### config.mk
export PLATFORM = sky130hd
export DESIGN_NAME = sfs_host
export DESIGN_NICKNAME = d
export VERILOG_FILES = /design/src/rtl/sfs_pkg.sv /design/src/rtl/sfs_host.sv /design/src/rtl/sfs_sync3.sv
export SDC_FILE = /design/constraint.sdc
export NUM_CORES = 1
export LEC_CHECK = 0
export ABC_AREA = 1
export BUFFER_PORTS_ARGS = -buffer_cell sky130_fd_sc_hd__buf_2
export CAP_MARGIN = 20
export CORE_MARGIN = 3
export CORE_UTILIZATION = 55
export DETAILED_ROUTE_END_ITERATION = 10
export PLACE_DENSITY = 0.79
export SLEW_MARGIN = 30
export SYNTH_ARGS = -nofsm -noshare
export SYNTH_HDL_FRONTEND = slang
export SYNTH_SLANG_ARGS = --single-unit
### constraint.sdc
create_clock -name clock -period 2.25 [get_ports clock]
set_clock_uncertainty 0.05 [all_clocks]
set_input_delay 0.3375 -clock clock [delete_from_list [all_inputs] [get_ports clock]]
set_output_delay 0.3375 -clock clock [all_outputs]
set_load 0.02 [all_outputs]
### src/rtl/sfs_pkg.sv
package sfs_pkg;

	// Clock rate of the controller, in MHz (200 MHz, 5 ns period).
	localparam int CLK_MHZ = 200;

	// Array geometry seen through the pins.
	localparam int ADDR_W       = 15;
	localparam int DATA_W       = 8;
	localparam int BYTE_W       = 6;
	localparam int SECTOR_W     = 9;
	localparam int SECTOR_BYTES = 64;
	localparam int SECTORS      = 512;

	// Bit positions of the completion flags in a read byte.
	localparam int POLL_BIT   = 7;
	localparam int TOGGLE_BIT = 6;

	// Times as printed or chosen, each in its own unit.
	localparam int T_READ_ACCESS_NS = 200;
	localparam int T_WRITE_SETUP_NS = 20;
	localparam int T_WRITE_PULSE_NS = 100;
	localparam int T_LOAD_WINDOW_US = 150;
	localparam int T_POWER_ON_MS    = 10;
	localparam int T_PROGRAM_MS     = 20;

	// Least times round up to whole cycles.
	localparam int READ_CYC  = (T_READ_ACCESS_NS * CLK_MHZ + 999) / 1000;
	localparam int SETUP_CYC = (T_WRITE_SETUP_NS * CLK_MHZ + 999) / 1000;
	localparam int PULSE_CYC = (T_WRITE_PULSE_NS * CLK_MHZ + 999) / 1000;
	localparam int POWER_ON_CYC = T_POWER_ON_MS * CLK_MHZ * 1000;
	localparam int PROGRAM_CYC  = T_PROGRAM_MS * CLK_MHZ * 1000;
	// Longest time rounds down.
	localparam int LOAD_WINDOW_CYC = T_LOAD_WINDOW_US * CLK_MHZ;

	// Extra cycles the three-stage input synchroniser adds to a read.
	localparam int SYNC_CYC = 3;

	// Operations a user may request.
	typedef enum logic {
		SFS_OP_READ,
		SFS_OP_PROGRAM
	} sfs_op_t;

	// Pins driven towards the flash.
	typedef struct packed {
		logic [ADDR_W-1:0] addr;
		logic              chip_select_n;
		logic              output_gate_n;
		logic              write_strobe_n;
		logic [DATA_W-1:0] dq_out;
		logic              dq_oe;
	} sfs_pins_t;

	// One user request; for a program the upper address bits name the sector.
	typedef struct packed {
		sfs_op_t           op;
		logic [ADDR_W-1:0] addr;
	} sfs_req_t;

	// One byte handed in during the load period.
	typedef struct packed {
		logic [BYTE_W-1:0] index;
		logic [DATA_W-1:0] data;
		logic              last;
	} sfs_load_t;

	// Answer to a request.
	typedef struct packed {
		logic [DATA_W-1:0] data;
		logic              timeout;
		logic              short_load;
	} sfs_resp_t;

endpackage

### src/rtl/sfs_host.sv
// Contract
// - Every program starts with the same three-write protection sequence.
// - Host loads a byte pulsing write strobe, chip select low, gate high.
// - Next load falling edge within 150 us, else programming starts.
// - Host keeps sector number valid at every load falling edge.
`timescale 1ns/1ps
module sfs_host #(
	parameter int                         POWER_ON_CYC    = sfs_pkg::POWER_ON_CYC,
	parameter int                         PROGRAM_CYC     = sfs_pkg::PROGRAM_CYC,
	parameter int                         LOAD_WINDOW_CYC = sfs_pkg::LOAD_WINDOW_CYC,
	parameter logic [sfs_pkg::ADDR_W-1:0] PROT_ADDR0      = 15'h0001,
	parameter logic [sfs_pkg::ADDR_W-1:0] PROT_ADDR1      = 15'h0002,
	parameter logic [sfs_pkg::ADDR_W-1:0] PROT_ADDR2      = 15'h0003,
	parameter logic [sfs_pkg::DATA_W-1:0] PROT_DATA0      = 8'h01,
	parameter logic [sfs_pkg::DATA_W-1:0] PROT_DATA1      = 8'h02,
	parameter logic [sfs_pkg::DATA_W-1:0] PROT_DATA2      = 8'h03
) (
	input  wire logic                         clock,
	input  wire logic                         rst,
	input  wire logic                         poll_by_toggle,
	input  wire logic                         req_valid,
	output logic                              req_ready,
	input  wire sfs_pkg::sfs_req_t            req,
	input  wire logic                         load_valid,
	output logic                              load_ready,
	input  wire sfs_pkg::sfs_load_t           load,
	output logic                              resp_valid,
	output sfs_pkg::sfs_resp_t                resp,
	output sfs_pkg::sfs_pins_t                pins,
	input  wire logic [sfs_pkg::DATA_W-1:0]   dq_in
);

	typedef enum logic [3:0] {
		ST_POWER_UP,
		ST_IDLE,
		ST_READ,
		ST_WR_SETUP,
		ST_WR_PULSE,
		ST_WR_HOLD,
		ST_LOAD,
		ST_POLL_READ,
		ST_POLL_GAP,
		ST_ANSWER
	} sfs_state_t;

	typedef struct packed {
		sfs_state_t                        st;
		logic [31:0]                       cnt;
		logic [31:0]                       timer;
		logic [1:0]                        cmd_idx;
		logic                              loading;
		logic                              last_write;
		logic [sfs_pkg::SECTOR_W-1:0]      sector;
		logic [sfs_pkg::ADDR_W-1:0]        last_addr;
		logic [sfs_pkg::DATA_W-1:0]        last_data;
		logic                              toggle_have;
		logic                              toggle_prev;
		sfs_pkg::sfs_pins_t                pins;
		sfs_pkg::sfs_resp_t                resp;
		logic                              resp_valid;
	} sfs_ctl_t;

	sfs_ctl_t                       cur;
	sfs_ctl_t                       next_cur;
	logic [sfs_pkg::DATA_W-1:0]     dq_sync;

	localparam logic [31:0] READ_WAIT  = 32'(sfs_pkg::READ_CYC + sfs_pkg::SYNC_CYC);
	localparam logic [31:0] SETUP_WAIT = 32'(sfs_pkg::SETUP_CYC);
	localparam logic [31:0] PULSE_WAIT = 32'(sfs_pkg::PULSE_CYC);
	// A byte taken at the guard still drops its strobe setup+2 cycles later, so stop 4*setup cycles early.
	localparam logic [31:0] LOAD_GUARD = 32'(LOAD_WINDOW_CYC - 4 * sfs_pkg::SETUP_CYC);

	// Read data comes back from the flash pins asynchronously.
	sfs_sync3 #(
		.W(sfs_pkg::DATA_W)
	) u_dq_sync (
		.clock    (clock),
		.rst      (rst),
		.async_in (dq_in),
		.sync_out (dq_sync)
	);

	// Handshakes are combinational from the current state.
	assign req_ready  = (cur.st == ST_IDLE);
	assign load_ready = (cur.st == ST_LOAD) && !cur.last_write && (cur.timer < LOAD_GUARD);
	assign resp_valid = cur.resp_valid;
	assign resp       = cur.resp;
	assign pins       = cur.pins;

	// Next-state logic for the whole controller.
	always_comb begin
		next_cur            = cur;
		next_cur.resp_valid = 1'b0;
		next_cur.cnt        = cur.cnt + 32'h1;
		next_cur.timer      = cur.timer + 32'h1;
		unique case (cur.st)
			ST_POWER_UP: begin
				if (cur.timer >= 32'(POWER_ON_CYC)) begin
					next_cur.st = ST_IDLE;
				end
			end
			ST_IDLE: begin
				next_cur.pins.chip_select_n  = 1'b1;
				next_cur.pins.output_gate_n  = 1'b1;
				next_cur.pins.write_strobe_n = 1'b1;
				next_cur.pins.dq_oe          = 1'b0;
				if (req_valid) begin
					next_cur.cnt  = 32'h0;
					next_cur.resp = '0;
					if (req.op == sfs_pkg::SFS_OP_READ) begin
						next_cur.st                 = ST_READ;
						next_cur.pins.addr          = req.addr;
						next_cur.pins.chip_select_n = 1'b0;
						next_cur.pins.output_gate_n = 1'b0;
					end else begin
						next_cur.st          = ST_WR_SETUP;
						next_cur.sector      = req.addr[sfs_pkg::ADDR_W-1:sfs_pkg::BYTE_W];
						next_cur.cmd_idx     = 2'h0;
						next_cur.loading     = 1'b0;
						next_cur.last_write  = 1'b0;
						next_cur.pins.addr   = PROT_ADDR0;
						next_cur.pins.dq_out = PROT_DATA0;
					end
				end
			end
			ST_READ: begin
				if (cur.cnt >= READ_WAIT) begin
					next_cur.resp.data          = dq_sync;
					next_cur.pins.chip_select_n = 1'b1;
					// release the gate so the flash floats
					next_cur.pins.output_gate_n = 1'b1;
					next_cur.st                 = ST_ANSWER;
				end
			end
			// select low, gate high, data driven before the strobe falls
			ST_WR_SETUP: begin
				next_cur.pins.chip_select_n  = 1'b0;
				next_cur.pins.output_gate_n  = 1'b1;
				next_cur.pins.dq_oe          = 1'b1;
				if (cur.cnt >= SETUP_WAIT) begin
					next_cur.cnt                 = 32'h0;
					// strobe falls last, address already stable
					next_cur.pins.write_strobe_n = 1'b0;
					next_cur.st                  = ST_WR_PULSE;
				end
			end
			// pulse held far beyond the noise-filter width
			ST_WR_PULSE: begin
				if (cur.cnt >= PULSE_WAIT) begin
					next_cur.cnt                 = 32'h0;
					// strobe rises first, data still held
					next_cur.pins.write_strobe_n = 1'b1;
					next_cur.st                  = ST_WR_HOLD;
				end
			end
			ST_WR_HOLD: begin
				if (cur.cnt >= SETUP_WAIT) begin
					next_cur.cnt                = 32'h0;
					next_cur.timer              = 32'h0;
					next_cur.pins.dq_oe         = 1'b0;
					next_cur.pins.chip_select_n = 1'b1;
					if (!cur.loading && cur.cmd_idx != 2'h2) begin
						next_cur.cmd_idx     = cur.cmd_idx + 2'h1;
						next_cur.pins.addr   = (cur.cmd_idx == 2'h0) ? PROT_ADDR1 : PROT_ADDR2;
						next_cur.pins.dq_out = (cur.cmd_idx == 2'h0) ? PROT_DATA1 : PROT_DATA2;
						next_cur.st          = ST_WR_SETUP;
					end else begin
						// After the last byte the host still sits out the load window.
						next_cur.loading = 1'b1;
						next_cur.st      = ST_LOAD;
					end
				end
			end
			// keep each load inside the window
			ST_LOAD: begin
				if (load_valid && load_ready) begin
					next_cur.cnt = 32'h0;
					// sector number on the upper lines
					// user index picks the byte, any order
					next_cur.pins.addr   = {cur.sector, load.index};
					next_cur.pins.dq_out = load.data;
					next_cur.last_addr   = {cur.sector, load.index};
					next_cur.last_data   = load.data;
					next_cur.last_write  = load.last;
					next_cur.st          = ST_WR_SETUP;
				end else if (cur.timer >= 32'(LOAD_WINDOW_CYC)) begin
					// Polling before the window closes would read old data as if programming were done.
					next_cur.resp.short_load = !cur.last_write;
					next_cur.toggle_have     = 1'b0;
					next_cur.timer           = 32'h0;
					next_cur.cnt             = 32'h0;
					next_cur.st              = ST_POLL_READ;
				end
			end
			ST_POLL_READ: begin
				next_cur.pins.addr          = cur.last_addr;
				next_cur.pins.chip_select_n = 1'b0;
				next_cur.pins.output_gate_n = 1'b0;
				if (cur.cnt >= READ_WAIT) begin
					next_cur.cnt                = 32'h0;
					next_cur.pins.output_gate_n = 1'b1;
					next_cur.pins.chip_select_n = 1'b1;
					next_cur.resp.data          = dq_sync;
					next_cur.st                 = ST_POLL_GAP;
					next_cur.toggle_have        = 1'b1;
					next_cur.toggle_prev        = dq_sync[sfs_pkg::TOGGLE_BIT];
					if (poll_by_toggle) begin
						// bit six stops toggling when done
						if (cur.toggle_have &&
						    cur.toggle_prev == dq_sync[sfs_pkg::TOGGLE_BIT]) begin
							next_cur.st = ST_ANSWER;
						end
					end else if (dq_sync[sfs_pkg::POLL_BIT] ==
					             cur.last_data[sfs_pkg::POLL_BIT]) begin
						// true data means the cycle has ended
						next_cur.st = ST_ANSWER;
					end
				end
			end
			// Separate reads are needed so each one counts as a new access for the toggle.
			ST_POLL_GAP: begin
				if (cur.timer >= 32'(PROGRAM_CYC)) begin
					// give up after the longest cycle time
					next_cur.resp.timeout = 1'b1;
					next_cur.st           = ST_ANSWER;
				end else if (cur.cnt >= SETUP_WAIT) begin
					next_cur.cnt = 32'h0;
					next_cur.st  = ST_POLL_READ;
				end
			end
			ST_ANSWER: begin
				next_cur.resp_valid = 1'b1;
				next_cur.st         = ST_IDLE;
			end
		endcase
	end

	// Reset counts as power-up, so the power-on wait always runs again.
	always_ff @(posedge clock) begin
		if (rst) begin
			cur                     <= '0;
			cur.st                  <= ST_POWER_UP;
			cur.pins.chip_select_n  <= 1'b1;
			cur.pins.output_gate_n  <= 1'b1;
			cur.pins.write_strobe_n <= 1'b1;
		end else begin
			cur <= next_cur;
		end
	end

endmodule

### src/rtl/sfs_sync3.sv
`timescale 1ns/1ps
module sfs_sync3 #(
	parameter int W = 8
) (
	input  wire logic         clock,
	input  wire logic         rst,
	input  wire logic [W-1:0] async_in,
	output logic      [W-1:0] sync_out
);

	// Each bit passes four flops; a change is taken once stages two and three agree.
	for (genvar i = 0; i < W; i++) begin : g_bit
		logic [2:0] stage;
		always_ff @(posedge clock) begin
			if (rst) begin
				stage       <= 3'h0;
				sync_out[i] <= 1'b0;
			end else begin
				stage <= {stage[1:0], async_in[i]};
				if (stage[1] == stage[2]) begin
					sync_out[i] <= stage[2];
				end
			end
		end
	end

endmodule

==> results.json, run 1 <==
{
  "ant_nets": 0,
  "mappedNetlistArea_sq_um": 8330,
  "grt_use_total_pct": 23.4,
  "max_freq_mhz": 482,
  "vias": 7770,
  "post_synth_main_area_contributors": "sky130_fd_sc_hd__dfxtp_1, sky130_fd_sc_hd__nor2_1, sky130_fd_sc_hd__nand2_1, sky130_fd_sc_hd__inv_1, sky130_fd_sc_hd__o21ai_0",
  "globalRouteOverflowTotal": 0,
  "globalRouteMet2Util_pct": 37.6,
  "power.density_cell_area_nw_per_um2": 656,
  "floorplan.die.width_um": 129,
  "synth.yosys.warnings": 0,
  "internal-power_mw": 4.69,
  "routed_wl_mm": 19.4,
  "number_of_nets_in_the_final_layout": 1348,
  "post_synth_edffs": 0,
  "floorplan_die_area_sq_um": 16700,
  "critical_path.max_fanout": 5,
  "synthesized_instance_count": 1236,
  "fin_crit_sh_pct": 92.3,
  "yosys.area.top_type": "sky130_fd_sc_hd__dfxtp_1",
  "initial_standard_cell_utilization_of_the_core_pct": 56.7,
  "firstDrtPassIters": 7,
  "worstHoldPathType": "primary input to register",
  "reg2reg_setup_slack_ps": 220,
  "holdPathEnd": "u_dq_sync.g_bit[0].stage[0]$_SDFF_PP0_",
  "route.detailed.wl_per_inst_um": 13.0,
  "grt.busiest_layer": "met2",
  "grt_util_met3_pct": 5.40,
  "net_switching_share_of_the_total_power_pct": 24.3,
  "synth.top_cell.area_share_pct": 40.6,
  "cts.reportedPaths.clkPinSlew_ps": 70,
  "p_comb_share_pct": 3.5,
  "synth_commonest_cells": "sky130_fd_sc_hd__nor2_1, sky130_fd_sc_hd__nand2_1, sky130_fd_sc_hd__dfxtp_1, sky130_fd_sc_hd__inv_1, sky130_fd_sc_hd__o21ai_0",
  "std_cell_rows": 44,
  "final_layout_size_suffix_gt1_share_pct": 13.9,
  "cts_max_path_buffers": 2,
  "dpl.cell_count": 1461,
  "antennaDiodeCount": 0,
  "status": "complete, no violations",
  "final.min_clock_period_ps": 2080,
  "dp_hpwl_mm": 14.0,
  "required_ps": 1860,
  "clock_tree_from_tritoncts": "yes",
  "synth_top_flop_cell": "sky130_fd_sc_hd__dfxtp_1",
  "critPathKind": "register to output pin",
  "net-switching-power_mw": 1.51,
  "h-tree-depth": 4,
  "timing.final.setup_violations": 0,
  "pwr-share-clk_pct": 47.6,
  "layout.filler_cells": 1316,
  "worst_hold_path.num_cells": 3,
  "yosys_register_bits": 169,
  "place.port_buffers": 83,
  "ir_drop_v": 0.000552,
  "met1_layer_usage_reported_by_global_route_pct": 31.1,
  "crit_path_max_incr_delay_ps": 380,
  "cts.hold.buffers_added": 0,
  "io_pins": 84,
  "fraction_of_power_consumed_by_sequential_logic_pct": 48.9,
  "syn_to_final_growth_pct": 13.5,
  "syn-mean-instance-area_sq_um": 6.74,
  "route.detailed.drc": 0,
  "final-max-slew-violation-count": 0,
  "regToRegStartpoint": "cur[143]$_SDFFE_PP0P_",
  "regToRegEndpoint": "pins[23]$_SDFFE_PP0P_",
  "chipHeight_um": 129,
  "critPathArrivalTime_ps": 1690,
  "synth.most_common_cell": "sky130_fd_sc_hd__nor2_1",
  "crit_chain": "nand2_1 > inv_2 > nand2_1 > nor2_2 > nand2_1 > nor3_1 > buf_4",
  "largest_net_degree_at_the_start_of_global_routing": 59,
  "cp_common_cell": "sky130_fd_sc_hd__nand2_1",
  "grt_setup_unrepaired": "false",
  "multi_input_comb_area_sq_um": 3970,
  "gp_routability_congestion": 0.912,
  "synth.lib_cells_used.distinct": 39,
  "hold_path_startpoint": "dq_in[0]",
  "cts_root_buf": "sky130_fd_sc_hd__clkbuf_16",
  "max_capacitance_violation_total": 0,
  "core_area_sq_um": 14700,
  "crit_path_top_delay_cell": "sky130_fd_sc_hd__dfxtp_1",
  "cts_inserted_buffers": 17,
  "grt_antenna_before_repair": 0,
  "slew_headroom_pct": 69.0,
  "synthArstFlopShare_pct": 0,
  "cp-end-kind": "output pin",
  "first_global_vias": 6938,
  "grt_first_pass_wirelength_mm": 32.0,
  "total_leakage_power_nw": 4.01,
  "clkLatencyLatePin_ps": 430,
  "seqCellArea_sq_um": 3390,
  "synth_fp_nets": 1286,
  "critPathLaunchType": "register",
  "reg2regPathDepth": 12,
  "sinks_on_the_clock_net": 169,
  "setup-tns-final_ps": 0,
  "finalHoldViolCount": 0,
  "ys_seq_area_share_pct": 40.6,
  "max_slew.worst_pin.slew_ps": 464,
  "stdcell_count": 1495,
  "drt_iter0_drc": 593,
  "avgViaCountPerCell": 5.20
}
placed cells by master (no fill, tap or decap), types with 3 or more instances in the layout:
cell,n
sky130_fd_sc_hd__nor2_1,283
sky130_fd_sc_hd__nand2_1,213
sky130_fd_sc_hd__dfxtp_1,166
sky130_fd_sc_hd__inv_1,143
sky130_fd_sc_hd__buf_2,82
sky130_fd_sc_hd__o21ai_0,73
sky130_fd_sc_hd__a21oi_1,64
sky130_fd_sc_hd__nand3_1,55
sky130_fd_sc_hd__nor3_1,40
sky130_fd_sc_hd__xor2_1,32
sky130_fd_sc_hd__buf_4,30
sky130_fd_sc_hd__clkbuf_16,17
sky130_fd_sc_hd__nand4_1,13
sky130_fd_sc_hd__nor2_2,9
sky130_fd_sc_hd__o221ai_1,9
sky130_fd_sc_hd__inv_2,8
sky130_fd_sc_hd__nor4_1,6
sky130_fd_sc_hd__xnor2_1,6
sky130_fd_sc_hd__ha_1,6
sky130_fd_sc_hd__o211ai_1,5
sky130_fd_sc_hd__inv_8,4
sky130_fd_sc_hd__nand2_2,3
sky130_fd_sc_hd__o21ai_2,3
sky130_fd_sc_hd__a211oi_1,3
sky130_fd_sc_hd__o22ai_1,3
sky130_fd_sc_hd__clkinv_8,3
sky130_fd_sc_hd__inv_6,3
sky130_fd_sc_hd__dfxtp_2,3
sky130_fd_sc_hd__buf_12,3
stage by stage:
step	utilization (%)	hold slack (ps)	total power, mW	cell area, sq um	setup slack [ps]
2_1_floorplan	-	338	3.22	8330	418
3_3_place_gp	59.9	339	3.31	8800	161
3_5_place_dp	59.9	348	3.31	8800	75.6
4_1_cts	64.0	36.2	6.24	9400	55.6
5_1_grt	64.3	55.8	6.39	9450	1.85
6_report	64.3	47.0	6.20	9450	174
final cells by class:
cell class              instances  area share [%]
clock buffers                  17            4.50
well taps                     184            2.44
flip-flops and latches        169            35.8
multi-input cells             843            41.9
inverters                     152            6.04
clock inverters                15            1.89
repair buffers                115            7.36
layer usage:
layer / vias to the layer above / part of all wire (%)
li1: 4017 / -
met1: 3482 / 46
met2: 236 / 46
met3: 35 / 6.3
met4: 0 / 1.9
met5: - / 0
flip-flops by register name, summed over array words and instances (netlist names):
signal,flops
u_dq_sync.sync_out,8
resp,10
cur,99
resp_valid,1
u_dq_sync.g_bit.stage,24
pins,27
worst max path at each step:
stage | from | cells after the start | to
CTS | cur[143]$_SDFFE_PP0P_ | 12 | pins[23]$_SDFFE_PP0P_
global placement | cur[108]$_SDFF_PP0_ | 15 | cur[140]$_SDFFE_PP0P_
global route | cur[108]$_SDFF_PP0_ | 15 | cur[140]$_SDFFE_PP0P_
detailed placement | cur[143]$_SDFFE_PP0P_ | 12 | pins[23]$_SDFFE_PP0P_
finish | cur[142]$_SDFFE_PP0P_ | 7 | load_ready
floorplan | cur[100]$_SDFF_PP0_ | 13 | cur[126]$_SDFF_PP0_
power groups by stage:
| stage | Combinational [mW] | Sequential, mW | Clock, mW |
|---|---|---|---|
| after global routing | 0.245 | 3.03 | 3.11 |
| after CTS | 0.217 | 3.03 | 3.00 |
| after detailed placement | 0.216 | 3.10 | 0 |
| final | 0.218 | 3.03 | 2.95 |
| after floorplan | 0.126 | 3.10 | 0 |
| after global placement | 0.213 | 3.10 | 0 |
worst max-delay path, delay by kind of cell (launching register included):
family / cells / cell delay, ps
buf+inv: 2 / 270
simple gates: 5 / 600
flops: 1 / 380
logic make-up after synthesis:
family          after synthesis  share of synthesized area, %
fa+ha+maj                     6                         0.901
buf+inv                     224                          12.1
simple gates                634                          31.4
xor+xnor                     38                          4.00
compound gates              165                          10.9
flops                       169                          40.6
what timing repair did:
| action | 4_1_cts | 5_1_grt |
|---|---|---|
| resized for setup | 0 | 15 |
| endpoints found under the setup margin | 0 | 29 |
| buffers inserted | 0 | 2 |
(Power assumes the default switching activity.)
==> run 2: changes to the inputs <==
Settings changed: SKIP_CTS_REPAIR_TIMING set to 1.
Clock period 2.25 ns to 2.5 ns, I/O delays scaled along.
==> run 2 against run 1 <==
  * Global-route usage decreased by 0.62 points
  * Design area decreased by 1.7%
  * Utilization decreased by 1.1 points
  * Via count decreased by 1.1%
  * Die area unchanged
  * Worst setup slack improved by 63 ps
  * Sequential share of layout area increased by 0.56 points
==> results.json, run 2 (same netlist as run 1, synthesis figures left out) <==
{
  "status": "complete, no violations",
  "required_ps": 2080,
  "met1_layer_usage_reported_by_global_route_pct": 30.5,
  "power.density_cell_area_nw_per_um2": 614,
  "drt_iter0_drc": 594,
  "worstHoldPathType": "primary input to register",
  "routed_wl_mm": 19.0,
  "finish.instance_area_sq_um": 9300,
  "critPathKind": "register to output pin",
  "route.detailed.wl_per_inst_um": 12.9,
  "commonest_non_fill_non_tap_cells_in_the_layout": "sky130_fd_sc_hd__nor2_1, sky130_fd_sc_hd__nand2_1, sky130_fd_sc_hd__dfxtp_1, sky130_fd_sc_hd__inv_1, sky130_fd_sc_hd__buf_2",
  "h-tree-depth": 4,
  "sinks_on_the_clock_net": 169,
  "dp_hpwl_mm": 13.8,
  "route.detailed.drc": 0,
  "vias": 7687,
  "place_area_sq_um": 8650,
  "final-max-slew-violation-count": 0,
  "max_capacitance_violation_total": 0,
  "grt_setup_unrepaired": "false",
  "slew_headroom_pct": 64.0,
  "most_frequent_standard_cell_in_the_layout_excluding_fill_and_tap_cells": "sky130_fd_sc_hd__nor2_1",
  "globalRouteMet2Util_pct": 36.9,
  "max_slew.worst_pin.slew_ps": 539,
  "ant_nets": 0,
  "antennaDiodeCount": 0,
  "crit_path_max_incr_delay_ps": 410,
  "grt_first_pass_wirelength_mm": 31.1,
  "syn_to_final_growth_pct": 11.6,
  "cts_root_buf": "sky130_fd_sc_hd__clkbuf_16",
  "layout.filler_cells": 1352,
  "cp-end-kind": "output pin",
  "largest_register_ffs": 99,
  "chipHeight_um": 129,
  "fin_crit_sh_pct": 90.5,
  "ir_drop_v": 0.000480,
  "critical_path.max_fanout": 5,
  "cts_inserted_buffers": 17,
  "floorplan.die.width_um": 129,
  "clkLatencyLatePin_ps": 430,
  "pre_cts_ws_ps": 330,
  "timing.final.setup_violations": 0,
  "worst_slack_ps": 236,
  "globalRouteOverflowTotal": 0,
  "clock_tree_from_tritoncts": "yes",
  "grt_antenna_before_repair": 0,
  "largest_net_degree_at_the_start_of_global_routing": 56,
  "firstDrtPassIters": 5,
  "cts_max_path_buffers": 2,
  "crit_chain": "inv_2 > nor2_1 > nand2_1 > nor2_1 > nand2_1 > nor3_1 > buf_2",
  "first_global_vias": 6849,
  "floorplan_die_area_sq_um": 16700,
  "reg.largest.list": "cur (99), pins (27), u_dq_sync.g_bit.stage (24)",
  "final.min_clock_period_ps": 2260,
  "critPathLaunchType": "register",
  "crit_path_top_delay_cell": "sky130_fd_sc_hd__dfxtp_1",
  "final_layout_size_suffix_gt1_share_pct": 11.7,
  "multi_input_comb_area_sq_um": 3940,
  "number_of_nets_in_the_final_layout": 1329,
  "setup-tns-final_ps": 0,
  "total_leakage_power_nw": 3.92,
  "grt_use_total_pct": 22.8,
  "grt.busiest_layer": "met2",
  "seqCellArea_sq_um": 3380,
  "grt_util_met3_pct": 4.66,
  "cts.reportedPaths.clkPinSlew_ps": 70,
  "place.port_buffers": 83,
  "std_cell_rows": 44,
  "critPathArrivalTime_ps": 1840,
  "max_freq_mhz": 442,
  "initial_standard_cell_utilization_of_the_core_pct": 56.7,
  "avgViaCountPerCell": 5.21,
  "io_pins": 84,
  "core_area_sq_um": 14700,
  "regMostFlops": "cur",
  "finalHoldViolCount": 0,
  "gp_routability_congestion": 0.958
}
## run 2: cell count changes in the layout (fill, tap and decap cells not counted), moves of 2 or more
cell and delta:
sky130_fd_sc_hd__nand2_2 -2, sky130_fd_sc_hd__buf_4 -18, sky130_fd_sc_hd__nand2_1 +2, sky130_fd_sc_hd__inv_8 +2, sky130_fd_sc_hd__nor2_2 -4, sky130_fd_sc_hd__inv_6 -2, sky130_fd_sc_hd__buf_12 -2, sky130_fd_sc_hd__dfxtp_1 +3
sky130_fd_sc_hd__dfxtp_2 -3, sky130_fd_sc_hd__clkinv_8 +2, sky130_fd_sc_hd__nor2_1 +4
## run 2: area by class of cell
class | count | area share, %
clock buffer | 17 | 4.58
clock inverter | 15 | 2.42
inverter | 152 | 6.14
multi-input combinational | 843 | 42.3
sequential | 169 | 36.4
tap | 184 | 2.48
timing repair buffer | 96 | 5.65
## run 2: layer usage
metal	wire, um	part of all wire [%]	vias up
li1	-	-	3973
met1	8750	46	3438
met2	8680	46	248
met3	1210	6.4	28
met4	337	1.8	0
met5	0	0	-
## run 2: path summary, 6_finish.rpt
path / startpoint / to / slack [ps] / depth (start not counted)
min reg2reg: u_dq_sync.g_bit[7].stage[0]$_SDFF_PP0_ / u_dq_sync.g_bit[7].stage[1]$_SDFF_PP0_ / 350 / 2
max reg2reg: cur[81]$_SDFF_PP0_ / cur[105]$_SDFF_PP0_ / 290 / 9
min: dq_in[3] / u_dq_sync.g_bit[3].stage[0]$_SDFF_PP0_ / 90 / 3
max: cur[141]$_SDFFE_PP0P_ / load_ready / 240 / 7
## run 2: critical path, delay by kind of cell, from the launching register on
kind	cells	cell delay [ps]
buffers and inverters	2	300
flip-flops	1	410
AND/OR/NAND/NOR	5	690
## run 2: through the flow
step	util [%]	power [mW]	cells	hold WS (ps)
after floorplan	-	2.90	1236	338
after global placement	58.8	2.97	1444	339
after detailed placement	58.8	2.97	1444	343
after CTS	63.2	5.76	1476	74.6
after global routing	63.2	5.89	1476	81.8
final	63.2	5.71	1476	89.1
## run 2: power breakdown
part / internal (mW) / leakage (nW) / switching, mW
Sequential: 2.71 / 1.37 / 0.0139
Clock: 1.56 / 0.313 / 1.24
Combinational: 0.0702 / 2.24 / 0.115
==> run 3: changes to the inputs <==
Settings changed: CORE_UTILIZATION 55 to 50, CTS_CLUSTER_DIAMETER set to 80, PLACE_DENSITY 0.79 to 0.73.
Clock period 2.5 ns to 2.4 ns, I/O delays scaled along.
==> run 3 against run 2 <==
  * Sequential share of layout area shrank 0.25 points
  * Sequential power grew 4%
  * Non-clock buffer count is 7 higher
  * Utilization shrank 5.2 points
  * Critical endpoint is now cur[140]$_SDFFE_PP0P_
==> results.json, run 3 (same netlist as run 1, synthesis figures left out) <==
{
  "slew_headroom_pct": 62.5,
  "initial_standard_cell_utilization_of_the_core_pct": 51.7,
  "critPathLaunchType": "register",
  "globalRouteOverflowTotal": 0,
  "largest_net_degree_at_the_start_of_global_routing": 66,
  "gp_routability_congestion": 0.959,
  "route.detailed.drc": 0,
  "io_pins": 84,
  "final_layout_size_suffix_gt1_share_pct": 12.5,
  "pnr_total_power_mw": 5.84,
  "postLayoutCoreUtil_pct": 58.1,
  "crit_path_top_delay_cell": "sky130_fd_sc_hd__dfxtp_1",
  "clkLatencyLatePin_ps": 440,
  "chipHeight_um": 135,
  "cp-end-kind": "register",
  "h-tree-depth": 4,
  "std_cell_rows": 46,
  "finalHoldViolCount": 0,
  "critPathArrivalTime_ps": 2460,
  "largest_register_ffs": 99,
  "worst_slack_ps": 220,
  "antennaDiodeCount": 0,
  "first_global_vias": 6962,
  "max_slew.worst_pin.slew_ps": 561,
  "power.density_cell_area_nw_per_um2": 624,
  "most_frequent_standard_cell_in_the_layout_excluding_fill_and_tap_cells": "sky130_fd_sc_hd__nor2_1",
  "grt_antenna_before_repair": 0,
  "status": "complete, no violations",
  "sinks_on_the_clock_net": 169,
  "total_leakage_power_nw": 3.95,
  "core_area_sq_um": 16100,
  "fin_crit_sh_pct": 90.8,
  "reg2regPathDepth": 14,
  "ir_drop_v": 0.000549,
  "floorplan.die.width_um": 135,
  "reg2reg_setup_slack_ps": 220,
  "grt_use_total_pct": 21.5,
  "ant_nets": 0,
  "avgViaCountPerCell": 5.05,
  "number_of_nets_in_the_final_layout": 1336,
  "max_freq_mhz": 459,
  "firstDrtPassIters": 5,
  "regMostFlops": "cur",
  "final.min_clock_period_ps": 2180,
  "dp_hpwl_mm": 14.0,
  "regToRegEndpoint": "cur[140]$_SDFFE_PP0P_",
  "syn_to_final_growth_pct": 12.4,
  "vias": 7658,
  "cts.reportedPaths.clkPinSlew_ps": 70,
  "commonest_non_fill_non_tap_cells_in_the_layout": "sky130_fd_sc_hd__nor2_1, sky130_fd_sc_hd__nand2_1, sky130_fd_sc_hd__dfxtp_1, sky130_fd_sc_hd__inv_1, sky130_fd_sc_hd__buf_2",
  "drt_iter0_drc": 569,
  "pre_cts_ws_ps": 206,
  "critPathKind": "register to register",
  "hold_path_startpoint": "dq_in[3]",
  "timing.final.setup_violations": 0,
  "layout.filler_cells": 1511,
  "regToRegStartpoint": "cur[108]$_SDFF_PP0_",
  "routed_wl_mm": 19.3,
  "reg.largest.list": "cur (99), pins (27), u_dq_sync.g_bit.stage (24)",
  "clock_tree_from_tritoncts": "yes",
  "setup-tns-final_ps": 0,
  "grt_first_pass_wirelength_mm": 32.3,
  "floorplan_die_area_sq_um": 18200,
  "final-max-slew-violation-count": 0,
  "max_capacitance_violation_total": 0,
  "cp_common_cell": "sky130_fd_sc_hd__nand2_1",
  "cts_root_buf": "sky130_fd_sc_hd__clkbuf_16",
  "grt_setup_unrepaired": "false",
  "worst_hold_path.num_cells": 3,
  "cts_max_path_buffers": 2,
  "worstHoldPathType": "primary input to register",
  "critical_path.max_fanout": 8,
  "route.detailed.wl_per_inst_um": 12.8,
  "crit_path_max_incr_delay_ps": 410,
  "holdPathEnd": "u_dq_sync.g_bit[3].stage[0]$_SDFF_PP0_",
  "crit_chain": "ha_1 > inv_1 > nand2_1 > nand3_1 > nand3_1 > nor2_1 > nand2_1 > nand2_1 > inv_1 > nand3_1 > nor2_2 > nand2_1 > nand2_1 > nor2_1",
  "place.port_buffers": 83,
  "required_ps": 2680,
  "cts_inserted_buffers": 17
}
## run 3: layout make-up
class / instances / area (sq um) / area share, %
inverters: 152 / 571 / 6.10
multi-input cells: 843 / 3950 / 42.1
well taps: 216 / 270 / 2.89
clock inverters: 14 / 170 / 1.82
flip-flops and latches: 169 / 3380 / 36.1
repair buffers: 103 / 582 / 6.22
clock buffers: 18 / 439 / 4.69
## run 3: critical path, delay by kind of cell (launching register included)
family                     cells  cell delay [ps]
DFF                            1              410
buffers and inverters          2              150
and+or+nand+nor               11             1210
adders and majority gates      1              250
## run 3: power breakdown
part,internal [mW],switching [mW]
Sequential,2.83,0.0146
Clock,1.53,1.28
Combinational,0.0741,0.118
Total,4.43,1.41
## run 3: worst max-delay path by stage
| stage | end | cells after the start | startpoint |
|---|---|---|---|
| global route | pins[18]$_SDFFE_PP0P_ | 12 | cur[143]$_SDFFE_PP0P_ |
| global placement | cur[142]$_SDFFE_PP0P_ | 12 | cur[108]$_SDFF_PP0_ |
| detailed placement | cur[136]$_SDFF_PP0_ | 10 | cur[112]$_SDFF_PP0_ |
| floorplan | cur[126]$_SDFF_PP0_ | 13 | cur[100]$_SDFF_PP0_ |
| CTS | load_ready | 7 | cur[142]$_SDFFE_PP0P_ |
| finish | cur[140]$_SDFFE_PP0P_ | 14 | cur[108]$_SDFF_PP0_ |
## run 3: stage by stage
step	instance area, sq um	cells	hold WS, ps
after global placement	8740	1483	340
after global routing	9360	1515	64.2
final	9360	1515	66.6
after CTS	9350	1515	56.5
after floorplan	8330	1236	338
after detailed placement	8740	1483	344
## run 3: layer usage
layer / up-vias / track usage, % / routed length, um
met3: 35 / 5.03 / 1240
met2: 202 / 33.1 / 8620
li1: 3989 / - / -
met1: 3432 / 29.4 / 9060
met5: - / 0 / 0
met4: 0 / 8.17 / 410
